File: config.mk
export PLATFORM = sky130hd
export DESIGN_NAME = interrupt_enable_vectoring
export DESIGN_NICKNAME = d
export VERILOG_FILES = /design/src/hdl/interrupt_enable_vectoring.v /design/src/hdl/tie_break_pick.v
export VERILOG_INCLUDE_DIRS = /design/src /design/src/hdl
export SDC_FILE = /design/constraint.sdc
export NUM_CORES = 1
export LEC_CHECK = 0
export ABC_AREA = 1
export BUFFER_PORTS_ARGS = -buffer_cell sky130_fd_sc_hd__buf_4
export CAP_MARGIN = 20
export CORE_UTILIZATION = 53
export CTS_CLUSTER_SIZE = 28
export DETAILED_ROUTE_END_ITERATION = 6
export PLACE_DENSITY = 0.82
export SYNTH_ARGS = -nofsm -noshare
export SYNTH_HDL_FRONTEND = slang
export SYNTH_HIERARCHICAL = 1
export SYNTH_SLANG_ARGS = --single-unit
File: constraint.sdc
create_clock -name clk_sys_i -period 2.7 [get_ports clk_sys_i]
set_clock_uncertainty 0.2 [all_clocks]
set_input_delay 0.675 -clock clk_sys_i [delete_from_list [all_inputs] [get_ports clk_sys_i]]
set_output_delay 0.675 -clock clk_sys_i [all_outputs]
set_load 0.03 [all_outputs]
File: src/hdl/irq_vec_map.vh
`ifndef IRQ_VEC_MAP_VH
`define IRQ_VEC_MAP_VH
`define IRQ_MASK_REG_ADDR 8'ha8
`define IRQ_MASK_REG_RESET 8'h00
`define GLOBAL_GATE_BIT 7
`define SPI_MASK_BIT 6
`define TIMER2_MASK_BIT 5
`define UART0_MASK_BIT 4
`define TIMER1_MASK_BIT 3
`define EXT_ONE_MASK_BIT 2
`define TIMER0_MASK_BIT 1
`define EXT_ZERO_MASK_BIT 0
`define PRIO_REG_ADDR 8'hb8
`define PRIO_REG_RESET 7'h00
`define VEC_BASE 16'h0003
`define VEC_STEP 16'h0008
`define NUM_SOURCES 7
`endif

File: src/hdl/interrupt_enable_vectoring.v
`timescale 1ns/1ns
`include "irq_vec_map.vh"
// Notes on behaviour
// Global gate bit 7 clear blocks all sources; set lets each mask decide.
// Mask bit 6 gates serial peripheral interface requests.
// Mask bit 5 gates both timer 2 overflow flags together.
// Mask bit 4 gates the first asynchronous serial port request.
// Mask bit 3 gates timer 1 overflow requests.
// Mask bit 2 gates the second external pin requests.
// Mask bit 1 gates timer 0 overflow requests.
// Mask bit 0 gates the first external pin requests.
// First external pin vectors to 0x0003, order 0, pending cleared on vectoring.
// Second external pin vectors to 0x0013, order 2, pending cleared on vectoring.
// Mask register sits at address 0xA8 and is bit addressable.
// Equal-level simultaneous requests are served lowest tie-break order first.
// High level preempts a low routine; a high routine is never preempted.
// Pending flags set on their condition regardless of masking.
// After the current instruction an enabled request calls the winner's vector.
// Mask register resets to zero, every source masked and gate closed.
// Other sources use vectors eight bytes apart from 0x000B upward.
module interrupt_enable_vectoring (
  // Clock and reset
  input wire clk_sys_i,
  input wire nrst_i,
  // Special-function register access from the core
  input wire [7:0] sfr_addr_i,
  input wire sfr_wr_i,
  input wire [7:0] sfr_wdata_i,
  input wire sfr_bit_wr_i,
  input wire [2:0] sfr_bit_sel_i,
  input wire sfr_bit_val_i,
  output reg [7:0] sfr_rdata_o,
  // External pins, asynchronous, active high edge events
  input wire ext_pin_zero_i,
  input wire ext_pin_one_i,
  // Peripheral flags on the system clock
  input wire timer0_overflow_flag_i,
  input wire timer1_overflow_flag_i,
  input wire timer2_low_overflow_flag_i,
  input wire timer2_high_overflow_flag_i,
  input wire uart0_flag_i,
  input wire spi_flag_i,
  // Core handshake
  input wire insn_done_i,
  input wire vector_ack_i,
  input wire reti_i,
  output wire irq_req_o,
  output reg [15:0] vector_addr_o,
  output reg ext_zero_pending_o,
  output reg ext_one_pending_o
);
  localparam N = `NUM_SOURCES;
  // Two states suffice, because the core runs the call sequence itself once it is asked.
  localparam ST_IDLE = 2'h0;
  localparam ST_CALL = 2'h1;

  reg [1:0] state;
  reg [1:0] next_state;
  reg [7:0] irq_mask_register;
  reg [6:0] prio;
  reg [2:0] ext_zero_sync;
  reg [2:0] ext_one_sync;
  reg ext_zero_level;
  reg ext_one_level;
  reg in_low;
  reg in_high;
  reg [2:0] cur_idx;
  reg cur_high;

  wire [N-1:0] flags;
  wire [N-1:0] masks;
  wire [N-1:0] gated;
  wire [N-1:0] hi_req;
  wire [N-1:0] lo_req;
  wire hi_found;
  wire lo_found;
  wire [2:0] hi_idx;
  wire [2:0] lo_idx;
  wire take_high;
  wire take_low;
  wire take;

  // Returns the register with one bit replaced, for bit-addressed writes.
  function [7:0] bit_update;
    input [7:0] old;
    input [2:0] sel;
    input val;
    begin
      bit_update = old;
      bit_update[sel] = val;
    end
  endfunction

  // Vectors sit eight bytes apart, starting at the first external pin's vector.
  function [15:0] vec_of;
    input [2:0] idx;
    begin
      vec_of = `VEC_BASE + (`VEC_STEP * {13'h0000, idx});
    end
  endfunction

  // True when the core accepts the call that was raised for source idx.
  function ack_for;
    input ack;
    input busy;
    input [2:0] cur;
    input [2:0] idx;
    begin
      ack_for = ack && busy && (cur == idx);
    end
  endfunction

  wire ext_zero_agree = (ext_zero_sync[2] == ext_zero_sync[1]);
  wire ext_one_agree = (ext_one_sync[2] == ext_one_sync[1]);
  wire ext_zero_rise = ext_zero_agree && ext_zero_sync[2] && !ext_zero_level;
  wire ext_one_rise = ext_one_agree && ext_one_sync[2] && !ext_one_level;
  wire in_call = (state == ST_CALL);
  wire ack_zero = ack_for(vector_ack_i, in_call, cur_idx, 3'h0);
  wire ack_one = ack_for(vector_ack_i, in_call, cur_idx, 3'h2);

  // Three-stage pin sync; only the last two stages are compared.
  // A pulse caught by a single sample never makes those two agree, so it sets nothing.
  always @(posedge clk_sys_i or negedge nrst_i) begin
    if (!nrst_i) begin
      ext_zero_sync <= 3'h0;
      ext_one_sync <= 3'h0;
      ext_zero_level <= 1'b0;
      ext_one_level <= 1'b0;
    end else begin
      ext_zero_sync <= {ext_zero_sync[1:0], ext_pin_zero_i};
      ext_one_sync <= {ext_one_sync[1:0], ext_pin_one_i};
      if (ext_zero_agree) begin
        ext_zero_level <= ext_zero_sync[2];
      end
      if (ext_one_agree) begin
        ext_one_level <= ext_one_sync[2];
      end
    end
  end

  // Pending flags set regardless of mask; a new edge wins over the clear.
  always @(posedge clk_sys_i or negedge nrst_i) begin
    if (!nrst_i) begin
      ext_zero_pending_o <= 1'b0;
    end else if (ext_zero_rise) begin
      ext_zero_pending_o <= 1'b1;
    end else if (ack_zero) begin
      ext_zero_pending_o <= 1'b0;
    end
  end

  always @(posedge clk_sys_i or negedge nrst_i) begin
    if (!nrst_i) begin
      ext_one_pending_o <= 1'b0;
    end else if (ext_one_rise) begin
      ext_one_pending_o <= 1'b1;
    end else if (ack_one) begin
      ext_one_pending_o <= 1'b0;
    end
  end

  // A bit write wins over a byte write in the same cycle, since a bit instruction carries no byte data.
  wire hit_mask = (sfr_addr_i == `IRQ_MASK_REG_ADDR);
  wire hit_prio = (sfr_addr_i == `PRIO_REG_ADDR);
  wire [7:0] prio_bits = bit_update({1'b1, prio}, sfr_bit_sel_i, sfr_bit_val_i);

  always @(posedge clk_sys_i or negedge nrst_i) begin
    if (!nrst_i) begin
      irq_mask_register <= `IRQ_MASK_REG_RESET;
    end else if (hit_mask) begin
      if (sfr_bit_wr_i) begin
        irq_mask_register <= bit_update(irq_mask_register, sfr_bit_sel_i, sfr_bit_val_i);
      end else if (sfr_wr_i) begin
        irq_mask_register <= sfr_wdata_i;
      end
    end
  end

  // Bit 7 of the priority register has no storage; writes to it are dropped and it reads one.
  always @(posedge clk_sys_i or negedge nrst_i) begin
    if (!nrst_i) begin
      prio <= `PRIO_REG_RESET;
    end else if (hit_prio) begin
      if (sfr_bit_wr_i) begin
        prio <= prio_bits[6:0];
      end else if (sfr_wr_i) begin
        prio <= sfr_wdata_i[6:0];
      end
    end
  end

  // Read data is registered, so it follows the address by one clock; unmapped addresses read zero.
  always @(posedge clk_sys_i or negedge nrst_i) begin
    if (!nrst_i) begin
      sfr_rdata_o <= 8'h00;
    end else if (hit_mask) begin
      sfr_rdata_o <= irq_mask_register;
    end else if (hit_prio) begin
      sfr_rdata_o <= {1'b1, prio};
    end else begin
      sfr_rdata_o <= 8'h00;
    end
  end

  // Source index equals tie-break order; both timer 2 flags share one slot.
  assign flags[0] = ext_zero_pending_o;
  assign flags[1] = timer0_overflow_flag_i;
  assign flags[2] = ext_one_pending_o;
  assign flags[3] = timer1_overflow_flag_i;
  assign flags[4] = uart0_flag_i;
  assign flags[5] = timer2_low_overflow_flag_i | timer2_high_overflow_flag_i;
  assign flags[6] = spi_flag_i;
  // Each mask bit sits at the same position as the order of the source it gates.
  assign masks[0] = irq_mask_register[`EXT_ZERO_MASK_BIT];
  assign masks[1] = irq_mask_register[`TIMER0_MASK_BIT];
  assign masks[2] = irq_mask_register[`EXT_ONE_MASK_BIT];
  assign masks[3] = irq_mask_register[`TIMER1_MASK_BIT];
  assign masks[4] = irq_mask_register[`UART0_MASK_BIT];
  assign masks[5] = irq_mask_register[`TIMER2_MASK_BIT];
  assign masks[6] = irq_mask_register[`SPI_MASK_BIT];
  assign gated = flags & masks & {N{irq_mask_register[`GLOBAL_GATE_BIT]}};
  assign hi_req = gated & prio;
  assign lo_req = gated & ~prio;

  // One picker per level keeps the fixed order inside each level.
  tie_break_pick #(.N(N)) u_pick_high (
    .req_i(hi_req),
    .found_o(hi_found),
    .idx_o(hi_idx)
  );

  tie_break_pick #(.N(N)) u_pick_low (
    .req_i(lo_req),
    .found_o(lo_found),
    .idx_o(lo_idx)
  );

  // High level wins over low; a running high routine blocks everything.
  assign take_high = hi_found && !in_high;
  // A low request also waits behind a running low routine, as equal levels never nest.
  assign take_low = lo_found && !hi_found && !in_high && !in_low;
  assign take = take_high || take_low;
  assign irq_req_o = in_call;
  // The decision is taken only at an instruction boundary.
  wire launch = (state == ST_IDLE) && insn_done_i && take;
  wire [2:0] win_idx = take_high ? hi_idx : lo_idx;

  // The request stands from the clock after the decision until the core acknowledges it.
  always @* begin
    next_state = state;
    case (state)
      ST_IDLE: begin
        if (launch) begin
          next_state = ST_CALL;
        end
      end
      ST_CALL: begin
        if (vector_ack_i) begin
          next_state = ST_IDLE;
        end
      end
      default: begin
        next_state = ST_IDLE;
      end
    endcase
  end

  // The winner is latched with the decision, so the vector cannot move under a pending call.
  always @(posedge clk_sys_i or negedge nrst_i) begin
    if (!nrst_i) begin
      cur_idx <= 3'h0;
      cur_high <= 1'b0;
      vector_addr_o <= 16'h0000;
    end else if (launch) begin
      cur_idx <= win_idx;
      cur_high <= take_high;
      vector_addr_o <= vec_of(win_idx);
    end
  end

  // Nesting is two deep at most, so two flags replace a stack.
  // A return with no routine open clears the low flag, which does no harm.
  always @(posedge clk_sys_i or negedge nrst_i) begin
    if (!nrst_i) begin
      state <= ST_IDLE;
      in_low <= 1'b0;
      in_high <= 1'b0;
    end else begin
      state <= next_state;
      if (in_call && vector_ack_i) begin
        if (cur_high) begin
          in_high <= 1'b1;
        end else begin
          in_low <= 1'b1;
        end
      end else if (reti_i) begin
        if (in_high) begin
          in_high <= 1'b0;
        end else begin
          in_low <= 1'b0;
        end
      end
    end
  end
endmodule

File: src/hdl/tie_break_pick.v
`timescale 1ns/1ns
// Picks the lowest-numbered request; index 0 is the strongest tie-break order.
module tie_break_pick #(
  parameter N = 7
) (
  // Requests
  input wire [N-1:0] req_i,
  // Result
  output reg found_o,
  output reg [2:0] idx_o
);
  integer k;
  always @* begin
    found_o = 1'b0;
    idx_o = 3'h0;
    for (k = N - 1; k >= 0; k = k - 1) begin
      if (req_i[k]) begin
        found_o = 1'b1;
        idx_o = k[2:0];
      end
    end
  end
endmodule

After elaboration in Yosys (flattened, before gate mapping)
Index checks and enable logic that the tools add are counted.

operators by class
  add/sub/neg operators = 1
  multiply operators = 0
  div/mod/pow operators = 0
  $lt $le $gt $ge = 2
  equality and inequality tests = 11
  shift operators = 0
  mux-type cells = 53
  bitwise operators = 6
  reduce and logical (&&, ||, !) cells = 31

operator list
  kind                                                                                  number
  3-bit two-way mux                                                                     15
  8-bit two-way mux                                                                     4
  7-bit bitwise AND                                                                     4
  1-bit two-way mux                                                                     26
  8-bit bitwise mux                                                                     2
  8-bit equality test (second input constant)                                           2
  1-bit logical AND                                                                     14
  7-bit two-way mux                                                                     2
  2-bit != test (second input constant)                                                 4
  2-bit AND reduction                                                                   4
  2-bit nonzero test                                                                    4
  2-bit by 6-bit adder with 7-bit output (first input constant)                         1
  7-bit inverter                                                                        1
  1-bit zero test                                                                       5
  3-bit by 4-bit less-than comparator with 1-bit output (second input constant)         1
  2-bit two-way mux                                                                     2
  2-bit case mux with 2 select lines                                                    1
  1-bit demux with 3-bit select                                                         1
  3-bit by 2-bit equality test with 1-bit output (second input constant)                1
  3-bit by 1-bit greater-or-equal comparator with 1-bit output (second input constant)  1
  3-bit zero test                                                                       1
  3-bit AND reduction                                                                   1
  1-bit equality test                                                                   2
  2-bit by 1-bit equality test with 1-bit output (second input constant)                1
  other kinds (4)                                                                       4

word-level totals
  bits in registers = 57
  latch bits = 0
  memory bits (writable) = 0
  bits in read-only memories = 0
  input bits = 35
  output and inout port bits = 27
  logic and storage cells = 119
  memories kept = 0

Depth between registers and ports, before layout
Gate-level depths: netlist of run 1.

  word-level depth = 19
  gate-level depth with buffers = 12
  depth with buffers taken out = 11

By module
The synthesis of run 1 kept the hierarchy.

by module, submodules not included
  module                      times used  cells an instance  area an instance (µm²)  seq. area each (µm²)
  interrupt_enable_vectoring  1           279                2,218.4                 1,026.0
  tie_break_pick              2           18                 91.3                    0.0

Worst setup path before layout of run 1
OpenSTA, ideal clock, no wires.

  path type = input to register
  start point = in timer2_high_overflow_flag_i
  end point = reg cur_high
  library setup time = 0.129 ns
  data arrival time = 1.808 ns
  data required time = 2.371 ns
  path slack = 0.563 ns
  cell stages on the path = 9
  buffers on the path = 0
  cell sequence = nor2_1 nor4_1 nor3_2 nand4_1 inv_1 a21oi_1 inv_2 nand2_1 o21ai_0

on the way
  cells in the longest elaborated chain, start to end = 16
  elaborated cells on any way between the ends = 24
  those cells by class = 12 x mux; 5 x bitwise; 7 x reduce/logical

ends and longest elaborated chain
  item                                 RTL line                          RTL
  start, declared                      interrupt_enable_vectoring.v:40   input wire timer2_high_overflow_flag_i,
  1-bit OR (*)                         interrupt_enable_vectoring.v:211  assign flags[5] = timer2_low_overflow_flag_i | timer2_high_overflow_flag_i;
  7-bit bitwise AND (*) (2 in series)  interrupt_enable_vectoring.v:221  assign gated = flags & masks & {N{irq_mask_register[`GLOBAL_GATE_BIT]}};
  7-bit bitwise AND (*)                interrupt_enable_vectoring.v:222  assign hi_req = gated & prio;
  net hi_req[5]                        interrupt_enable_vectoring.v:73   wire [N-1:0] hi_req;
  1-bit two-way mux (*) (6 in series)  tie_break_pick.v:17               if (req_i[k]) begin
  net hi_found                         interrupt_enable_vectoring.v:75   wire hi_found;
  1-bit zero test                      interrupt_enable_vectoring.v:241  assign take_low = lo_found && !hi_found && !in_high && !in_low;
  1-bit logical AND (3 in series)      interrupt_enable_vectoring.v:241
  1-bit logical OR                     interrupt_enable_vectoring.v:242  assign take = take_high || take_low;
  1-bit logical AND                    interrupt_enable_vectoring.v:245  wire launch = (state == ST_IDLE) && insn_done_i && take;
  end signal, assigned                 interrupt_enable_vectoring.v:276  cur_high <= take_high;
  end, declared                        interrupt_enable_vectoring.v:68   reg cur_high;

The timed path passes the listed nets; every way through them passes the cells marked *.
A chain may end at the register's enable or synchronous reset.

Final worst setup path of run 1
  start point = reg prio[5]
  end point = reg cur_high

on the way
  cells in the longest elaborated chain, start to end = 13
  elaborated cells on any way between the ends = 22
  those cells by class = 12 x mux; 3 x bitwise; 7 x reduce/logical

ends and longest elaborated chain
  item                                 RTL line                          RTL
  start, declared                      interrupt_enable_vectoring.v:60   reg [6:0] prio;
  start signal, assigned               interrupt_enable_vectoring.v:182  prio <= `PRIO_REG_RESET;
  start signal, assigned               interrupt_enable_vectoring.v:185  prio <= prio_bits[6:0];
  start signal, assigned               interrupt_enable_vectoring.v:187  prio <= sfr_wdata_i[6:0];
  7-bit bitwise AND (*)                interrupt_enable_vectoring.v:222
  net hi_req[5]                        interrupt_enable_vectoring.v:73
  1-bit two-way mux (*) (6 in series)  tie_break_pick.v:17
  net hi_found                         interrupt_enable_vectoring.v:75
  1-bit zero test                      interrupt_enable_vectoring.v:241
  1-bit logical AND (3 in series)      interrupt_enable_vectoring.v:241
  1-bit logical OR                     interrupt_enable_vectoring.v:242
  1-bit logical AND                    interrupt_enable_vectoring.v:245

Marks and branches as above.

==> summary.txt, run 1 <==
Status = complete, no violations
Switch share = 23.9%
Hold Fails Final Rpt = 0
Initial antenna violation count = 0
Fillers = 358
Proportion of power drawn by combinational gates = 11.5%
Post-synthesis sequential area ratio = 42.7%
Psw = 332 uW
Worst setup margin = 0.376 ns
Pre-antenna DRT Iters = 5
Hold_buf cts = 0
DP Cell Count = 412
Largest net degree at the start of global routing = 42
Via count = 2,229
Drt wl/cell = 12.3 um
Worst path arrival time = 2.30 ns
Multi-input logic area = 1120 um2
CTS tree = yes
Final Wtd Congestion = 0.897
Yosys warns = 6
Post-route ant nets = 0
Internal = 1.06 mW
Core ar. = 4350 um2
Area Overhead vs Synth = 20.8%
CTS root buf = clkbuf_8
Crit Path Max Fanout = 6
H-tree Lvls = 2
Worst-Margin Slew = 0.609 ns
Post-route DRC = 0
FF-to-FF setup slack = 0.38 ns
Slew margin rel. = 59.0%
Register area = 1030 um2
Fraction of layout cells with a size suffix above 1 = 22.0%
Most frequent cells in the layout = nand2_1, buf_4, nand3_1, dfrtp_1, inv_1
Die height = 69.3 um
Flop pwr share = 46.1%
Max VDD drop = 0.279 mV
Sink count of the clock tree = 41
Io pins = 62
Die Wd = 69.3 um
Total track usage = 23.0%
Cell Area, Synth = 2400 um2
Total CTS buffers = 5
Total Wirelength = 5.17 mm
Clock slew seen by the registers of the worst setup and hold paths = 0.08 ns
Pwr/cell area = 480 nW/um2
Initial DRC count = 212
Syn avg cell area = 7.62 um2
Commonest non-fill, non-tap cell in the layout = nand2_1
Hold Path Class = in2async
Ant. Diodes = 0
FMAX = 430 MHz
Initial Utilization = 55.1%
Setup crit end kind = flip-flop
Clock buffer depth = 2
# rows = 24
Dpl ws = 0.213 ns
Post-synth cell types = 26
RSZ-0062 raised after global routing = no
Die area = 4800 um2
Period utilization = 86.1%
Final Power = 1.39 mW
WP data required = 2.68 ns
Worst skew pair latency = 0.30 ns
Total negative slack = 0 ns
Post-CTS Resized = 0
Setup CP Type = reg2reg
Post-synthesis register bit count = 41
Final std cells w/o fill = 420
Detail Placement HPWL = 3.92 mm
GRT Residual Overflow = 0
Vias in the first global route = 2,075
# Post-CTS Setup Buffers = 0
Clock period minus worst slack = 2.32 ns
First-pass GRT wire length = 8.80 mm
Vias per cell = 5.31
# setup viols final = 0
Slew Limit Fails = 0
Pleak = 1.53 nW
# port buffers = 50
Startpoint Class = flip-flop
Power share of the clock group = 42.4%
Max Cap Viol = 0
NumNets Final = 404
Cell count after synthesis = 315
==> registers in the layout, indices dropped and copies added, names as in the netlist <==
register / count
cur_high: 1
cur_idx: 3
ext_one_level: 1
ext_one_pending_o: 1
ext_one_sync: 3
ext_zero_level: 1
ext_zero_pending_o: 1
ext_zero_sync: 3
in_high: 1
in_low: 1
irq_mask_register: 8
prio: 7
sfr_rdata_o: 8
state: 1
vector_addr_o: 1
==> synthesized netlist by cell type <==
cell type / number / area [um2]
nor3_2: 2 / 20.0
nand2_4: 2 / 22.5
o21ai_1: 4 / 20.0
a21oi_2: 2 / 17.5
inv_2: 5 / 18.8
ha_1: 2 / 25.0
nor2_8: 3 / 60.1
nor2_4: 5 / 56.3
o21ai_0: 18 / 90.1
inv_1: 40 / 150
o22ai_1: 1 / 6.26
dfrtp_1: 41 / 1030
clkbuf_1: 1 / 3.75
nor2_1: 24 / 90.1
o211ai_1: 2 / 15.0
nand2_1: 84 / 315
a32o_1: 1 / 10.0
nor4_1: 4 / 25.0
or2_2: 1 / 6.26
buf_4: 13 / 97.6
conb_1: 1 / 3.75
buf_6: 2 / 22.5
nand3_1: 41 / 205
nand4_1: 9 / 56.3
nand2_2: 2 / 12.5
a21oi_1: 5 / 25.0
==> layer usage <==
metal | share of wire (%) | wire [um] | global-route usage, %
met1 | 43 | 2210 | 29.7
met2 | 48 | 2490 | 37.3
met3 | 6.2 | 321 | 4.65
met4 | 3.0 | 153 | 10.4
met5 | 0 | 0 | 0
==> critical path, stage by stage, from the launching register on <==
cell,delay [ns]
dfrtp_1,0.40
inv_1,0.07
nor4_1,0.57
nor3_2,0.13
nand4_1,0.14
inv_1,0.05
a21oi_1,0.40
inv_2,0.11
nand2_1,0.08
o21ai_0,0.07
==> power by group through the flow <==
stage	registers [mW]	logic [mW]	clock network [mW]
after CTS	0.641	0.161	0.598
after detailed placement	0.653	0.160	0
after global routing	0.643	0.179	0.629
final	0.641	0.160	0.590
after floorplan	0.654	0.100	0
after global placement	0.652	0.156	0
==> metrics by stage <==
stage / utilization [%] / instance area [um2] / hold slack (ns)
3_5_place_dp: 63.4 / 2760 / 0.136
3_3_place_gp: 63.4 / 2760 / 0.132
4_1_cts: 66.6 / 2900 / 0.155
2_1_floorplan: - / 2440 / 0.131
5_1_grt: 66.6 / 2900 / 0.165
6_report: 66.6 / 2900 / 0.138
==> worst paths after layout <==
kind                                        from                 end  depth (start not counted)
worst max register to register           prio[5]            cur_high                          9
min in group clk_sys_i          ext_zero_sync[0]    ext_zero_sync[1]                          0
worst min register to register  ext_zero_sync[0]    ext_zero_sync[1]                          0
worst max-delay path                     prio[5]            cur_high                          9
worst min-delay path                      nrst_i      sfr_rdata_o[5]                          1
max in group asynchronous                 nrst_i  ext_zero_pending_o                          1
==> logic make-up (layout without fill, tap and decap cells) <==
logic type               count (synthesis)  after routing  synth area share, %
adder cells (fa/ha/maj)                  2              2                 1.04
AND/OR/NAND/NOR                        177            177                 36.2
flip-flops                              41             41                 42.7
buffers and inverters                   61            104                 12.2
AO/OA/AOI/OAI                           33             33                 7.66
other                                    1             11                0.156
==> cell type report <==
type | instances | share of cell area [%]
Clock inverter | 3 | 2.37
Inverter | 45 | 5.82
Tap cell | 52 | 2.24
Multi-Input combinational cell | 223 | 38.6
Clock buffer | 5 | 2.37
Sequential cell | 41 | 35.4
Timing Repair Buffer | 51 | 13.2
(Power assumes the default switching activity.)
==> run 2, diff against run 1 <==
Settings changed: CORE_UTILIZATION 53 to 57, PLACE_DENSITY 0.82 to 0.86, RECOVER_POWER set to 100.
Clock period 2.7 ns to 3 ns, I/O delays scaled along.
==> run 2 against run 1 <==
  * Non-clock buffer count is 1 lower
  * Routed wire length about the same
  * Power decreased by 11%
  * Global-route usage rose by 2.5 points
  * Sequential cell count stayed put
  * Critical endpoint is now cur_idx[2]
  * Core utilization increased by 2.0 points
  * Die area shrank 6.8%
  * Final cell count fell by 0.71%
==> summary.txt, run 2 (synthesis gave the netlist of run 1 again) <==
Placed Area = 2750 um2 (-0.36%)
Worst setup margin = 0.472 ns (+0.0961 ns)
Hold_buf cts = 0 (unchanged)
CTS tree = yes
Initial Utilization = 59.6% (+4.5 points)
Clock slew seen by the registers of the worst setup and hold paths = 0.08 ns (about the same)
Post-route DRC = 0 (unchanged)
Die height = 66.9 um (-3.5%)
Register area = 1030 um2 (unchanged)
# setup viols final = 0 (unchanged)
Slew margin rel. = 34.5% (-25 points)
Pwr/cell area = 450 nW/um2 (-6.3%)
Fillers = 357 (-0.28%)
Dpl ws = 0.475 ns (+0.262 ns)
Core ar. = 4030 um2 (-7.5%)
RSZ-0062 raised after global routing = no
Buffers & Inverters on Critical Path = 3 (unchanged)
Critical-path cell list = inv_1 > nor4_1 > nor3_2 > nand4_1 > inv_1 > a21oi_1 > clkinv_1 > nand2_1 > nand2_1
GR met1 Demand/Resource = 31.6% (+1.9 points)
Vias in the first global route = 1,949 (-6.1%)
Worst skew pair latency = 0.29 ns (about the same)
Worst path arrival time = 2.51 ns (+0.21 ns)
Initial DRC count = 135 (-36%)
Worst hold slack = 0.159 ns (+0.0202 ns)
Most frequent cells in the layout = nand2_1, nand3_1, dfrtp_1
Detail Placement HPWL = 3.90 mm (-0.47%)
Commonest non-fill, non-tap cell in the layout = nand2_1
Total Wirelength = 5.18 mm (about the same)
Final Wtd Congestion = 0.857 (-4.5%)
FF-to-FF setup slack = 0.47 ns (+0.10 ns)
Crit Path Max Fanout = 8 (+2)
Slew Limit Fails = 0 (unchanged)
Ant. Diodes = 0 (unchanged)
Die Wd = 66.9 um (-3.5%)
# port buffers = 50 (unchanged)
Top flop regs = irq_mask_register (8), sfr_rdata_o (8), prio (7)
GR Util met3 = 5.48% (+0.83 points)
Total CTS buffers = 5 (unchanged)
Max VDD drop = 0.317 mV (+14%)
Met2 Track Usage GR = 43.4% (+6.1 points)
CTS root buf = clkbuf_8
Final Util = 68.6% (+2.0 points)
Critical Path Max Stage Delay = 0.56 ns (about the same)
Setup crit end kind = flip-flop
Hold Path Class = reg2reg
Max Cap Viol = 0 (unchanged)
Die area = 4480 um2 (-6.8%)
DP Cell Count = 409 (-0.73%)
Via count = 2,172 (-2.6%)
Drt wl/cell = 12.4 um (+0.82%)
NumNets Final = 403 (-0.25%)
# Post-CTS Setup Buffers = 0 (unchanged)
Post-route cell area = 2770 um2 (-4.7%)
Period utilization = 84.3% (-1.8 points)
Largest net degree at the start of global routing = 42 (unchanged)
RR Endpoint = cur_idx[2]
Total negative slack = 0 ns (unchanged)
Total track usage = 25.5% (+2.5 points)
FMAX = 396 MHz (-8.1%)
Startpoint Class = flip-flop
Peak-usage layer in the global routing report = met2
Final Power = 1.24 mW (-11%)
Clock period minus worst slack = 2.53 ns (+0.204 ns)
Setup CP Type = reg2reg
WP data required = 2.98 ns (+0.30 ns)
Io pins = 62 (unchanged)
Hold Fails Final Rpt = 0 (unchanged)
Worst-Margin Slew = 0.982 ns (+0.374 ns)
Status = complete, no violations
Critical path's slowest cell = dfrtp_1
Post-route ant nets = 0 (unchanged)
Final std cells w/o fill = 417 (-0.71%)
CP Depth = 9 (unchanged)
First-pass GRT wire length = 8.34 mm (-5.3%)
Clock buffer depth = 2 (unchanged)
Multi-input logic area = 1060 um2 (-5.3%)
Number of cells on the worst hold path = 0
Hold Path Sink = ext_one_sync[1]
GRT Residual Overflow = 0 (unchanged)
Sink count of the clock tree = 41 (unchanged)
Startpoint of the tightest hold check path = ext_one_sync[0]
CP delay by family, top = simple AND/OR/NAND/NOR gates
Pleak = 1.41 nW (-8.2%)
Area Overhead vs Synth = 15.2%
Post-CTS Resized = 0 (unchanged)
Vias per cell = 5.21 (-1.9%)
Worst r2r path cells = 9 (unchanged)
Fraction of layout cells with a size suffix above 1 = 15.5% (-6.5 points)
# rows = 23 (-4.2%)
Pre-antenna DRT Iters = 7 (+2)
Initial antenna violation count = 0 (unchanged)
H-tree Lvls = 2 (unchanged)
Worst R2R Start = irq_mask_register[7]
## run 2: power breakdown
part	switching, mW	internal [mW]	total [mW]
registers	0.0103	0.567	0.578
logic	0.0875	0.0469	0.134
clock network	0.196	0.335	0.531
## run 2: cell type report
cell class,count,share of cell area (%)
Clock inverter,3,2.49
Clock buffer,5,2.49
Inverter,45,6.11
Timing Repair Buffer,50,11.2
Multi-Input combinational cell,223,38.4
Tap cell,50,2.26
Sequential cell,41,37.1
## run 2: worst max-delay path by stage
stage | slack [ns] | end | from
3_3_place_gp | 0.54 | cur_high | timer2_high_overflow_flag_i
6_report | 0.47 | cur_idx[2] | irq_mask_register[7]
4_1_cts | 0.61 | cur_high | irq_mask_register[7]
2_1_floorplan | 0.79 | cur_high | timer2_high_overflow_flag_i
5_1_grt | 0.30 | cur_high | irq_mask_register[7]
3_5_place_dp | 0.47 | cur_high | timer2_high_overflow_flag_i
## run 2: metal layers
layer	wire (um)	share of wire (%)	up-vias
met2	2580	50	70
met5	0	0	-
met4	57	1.1	0
met1	2280	44	997
li1	-	-	1098
met3	255	4.9	7
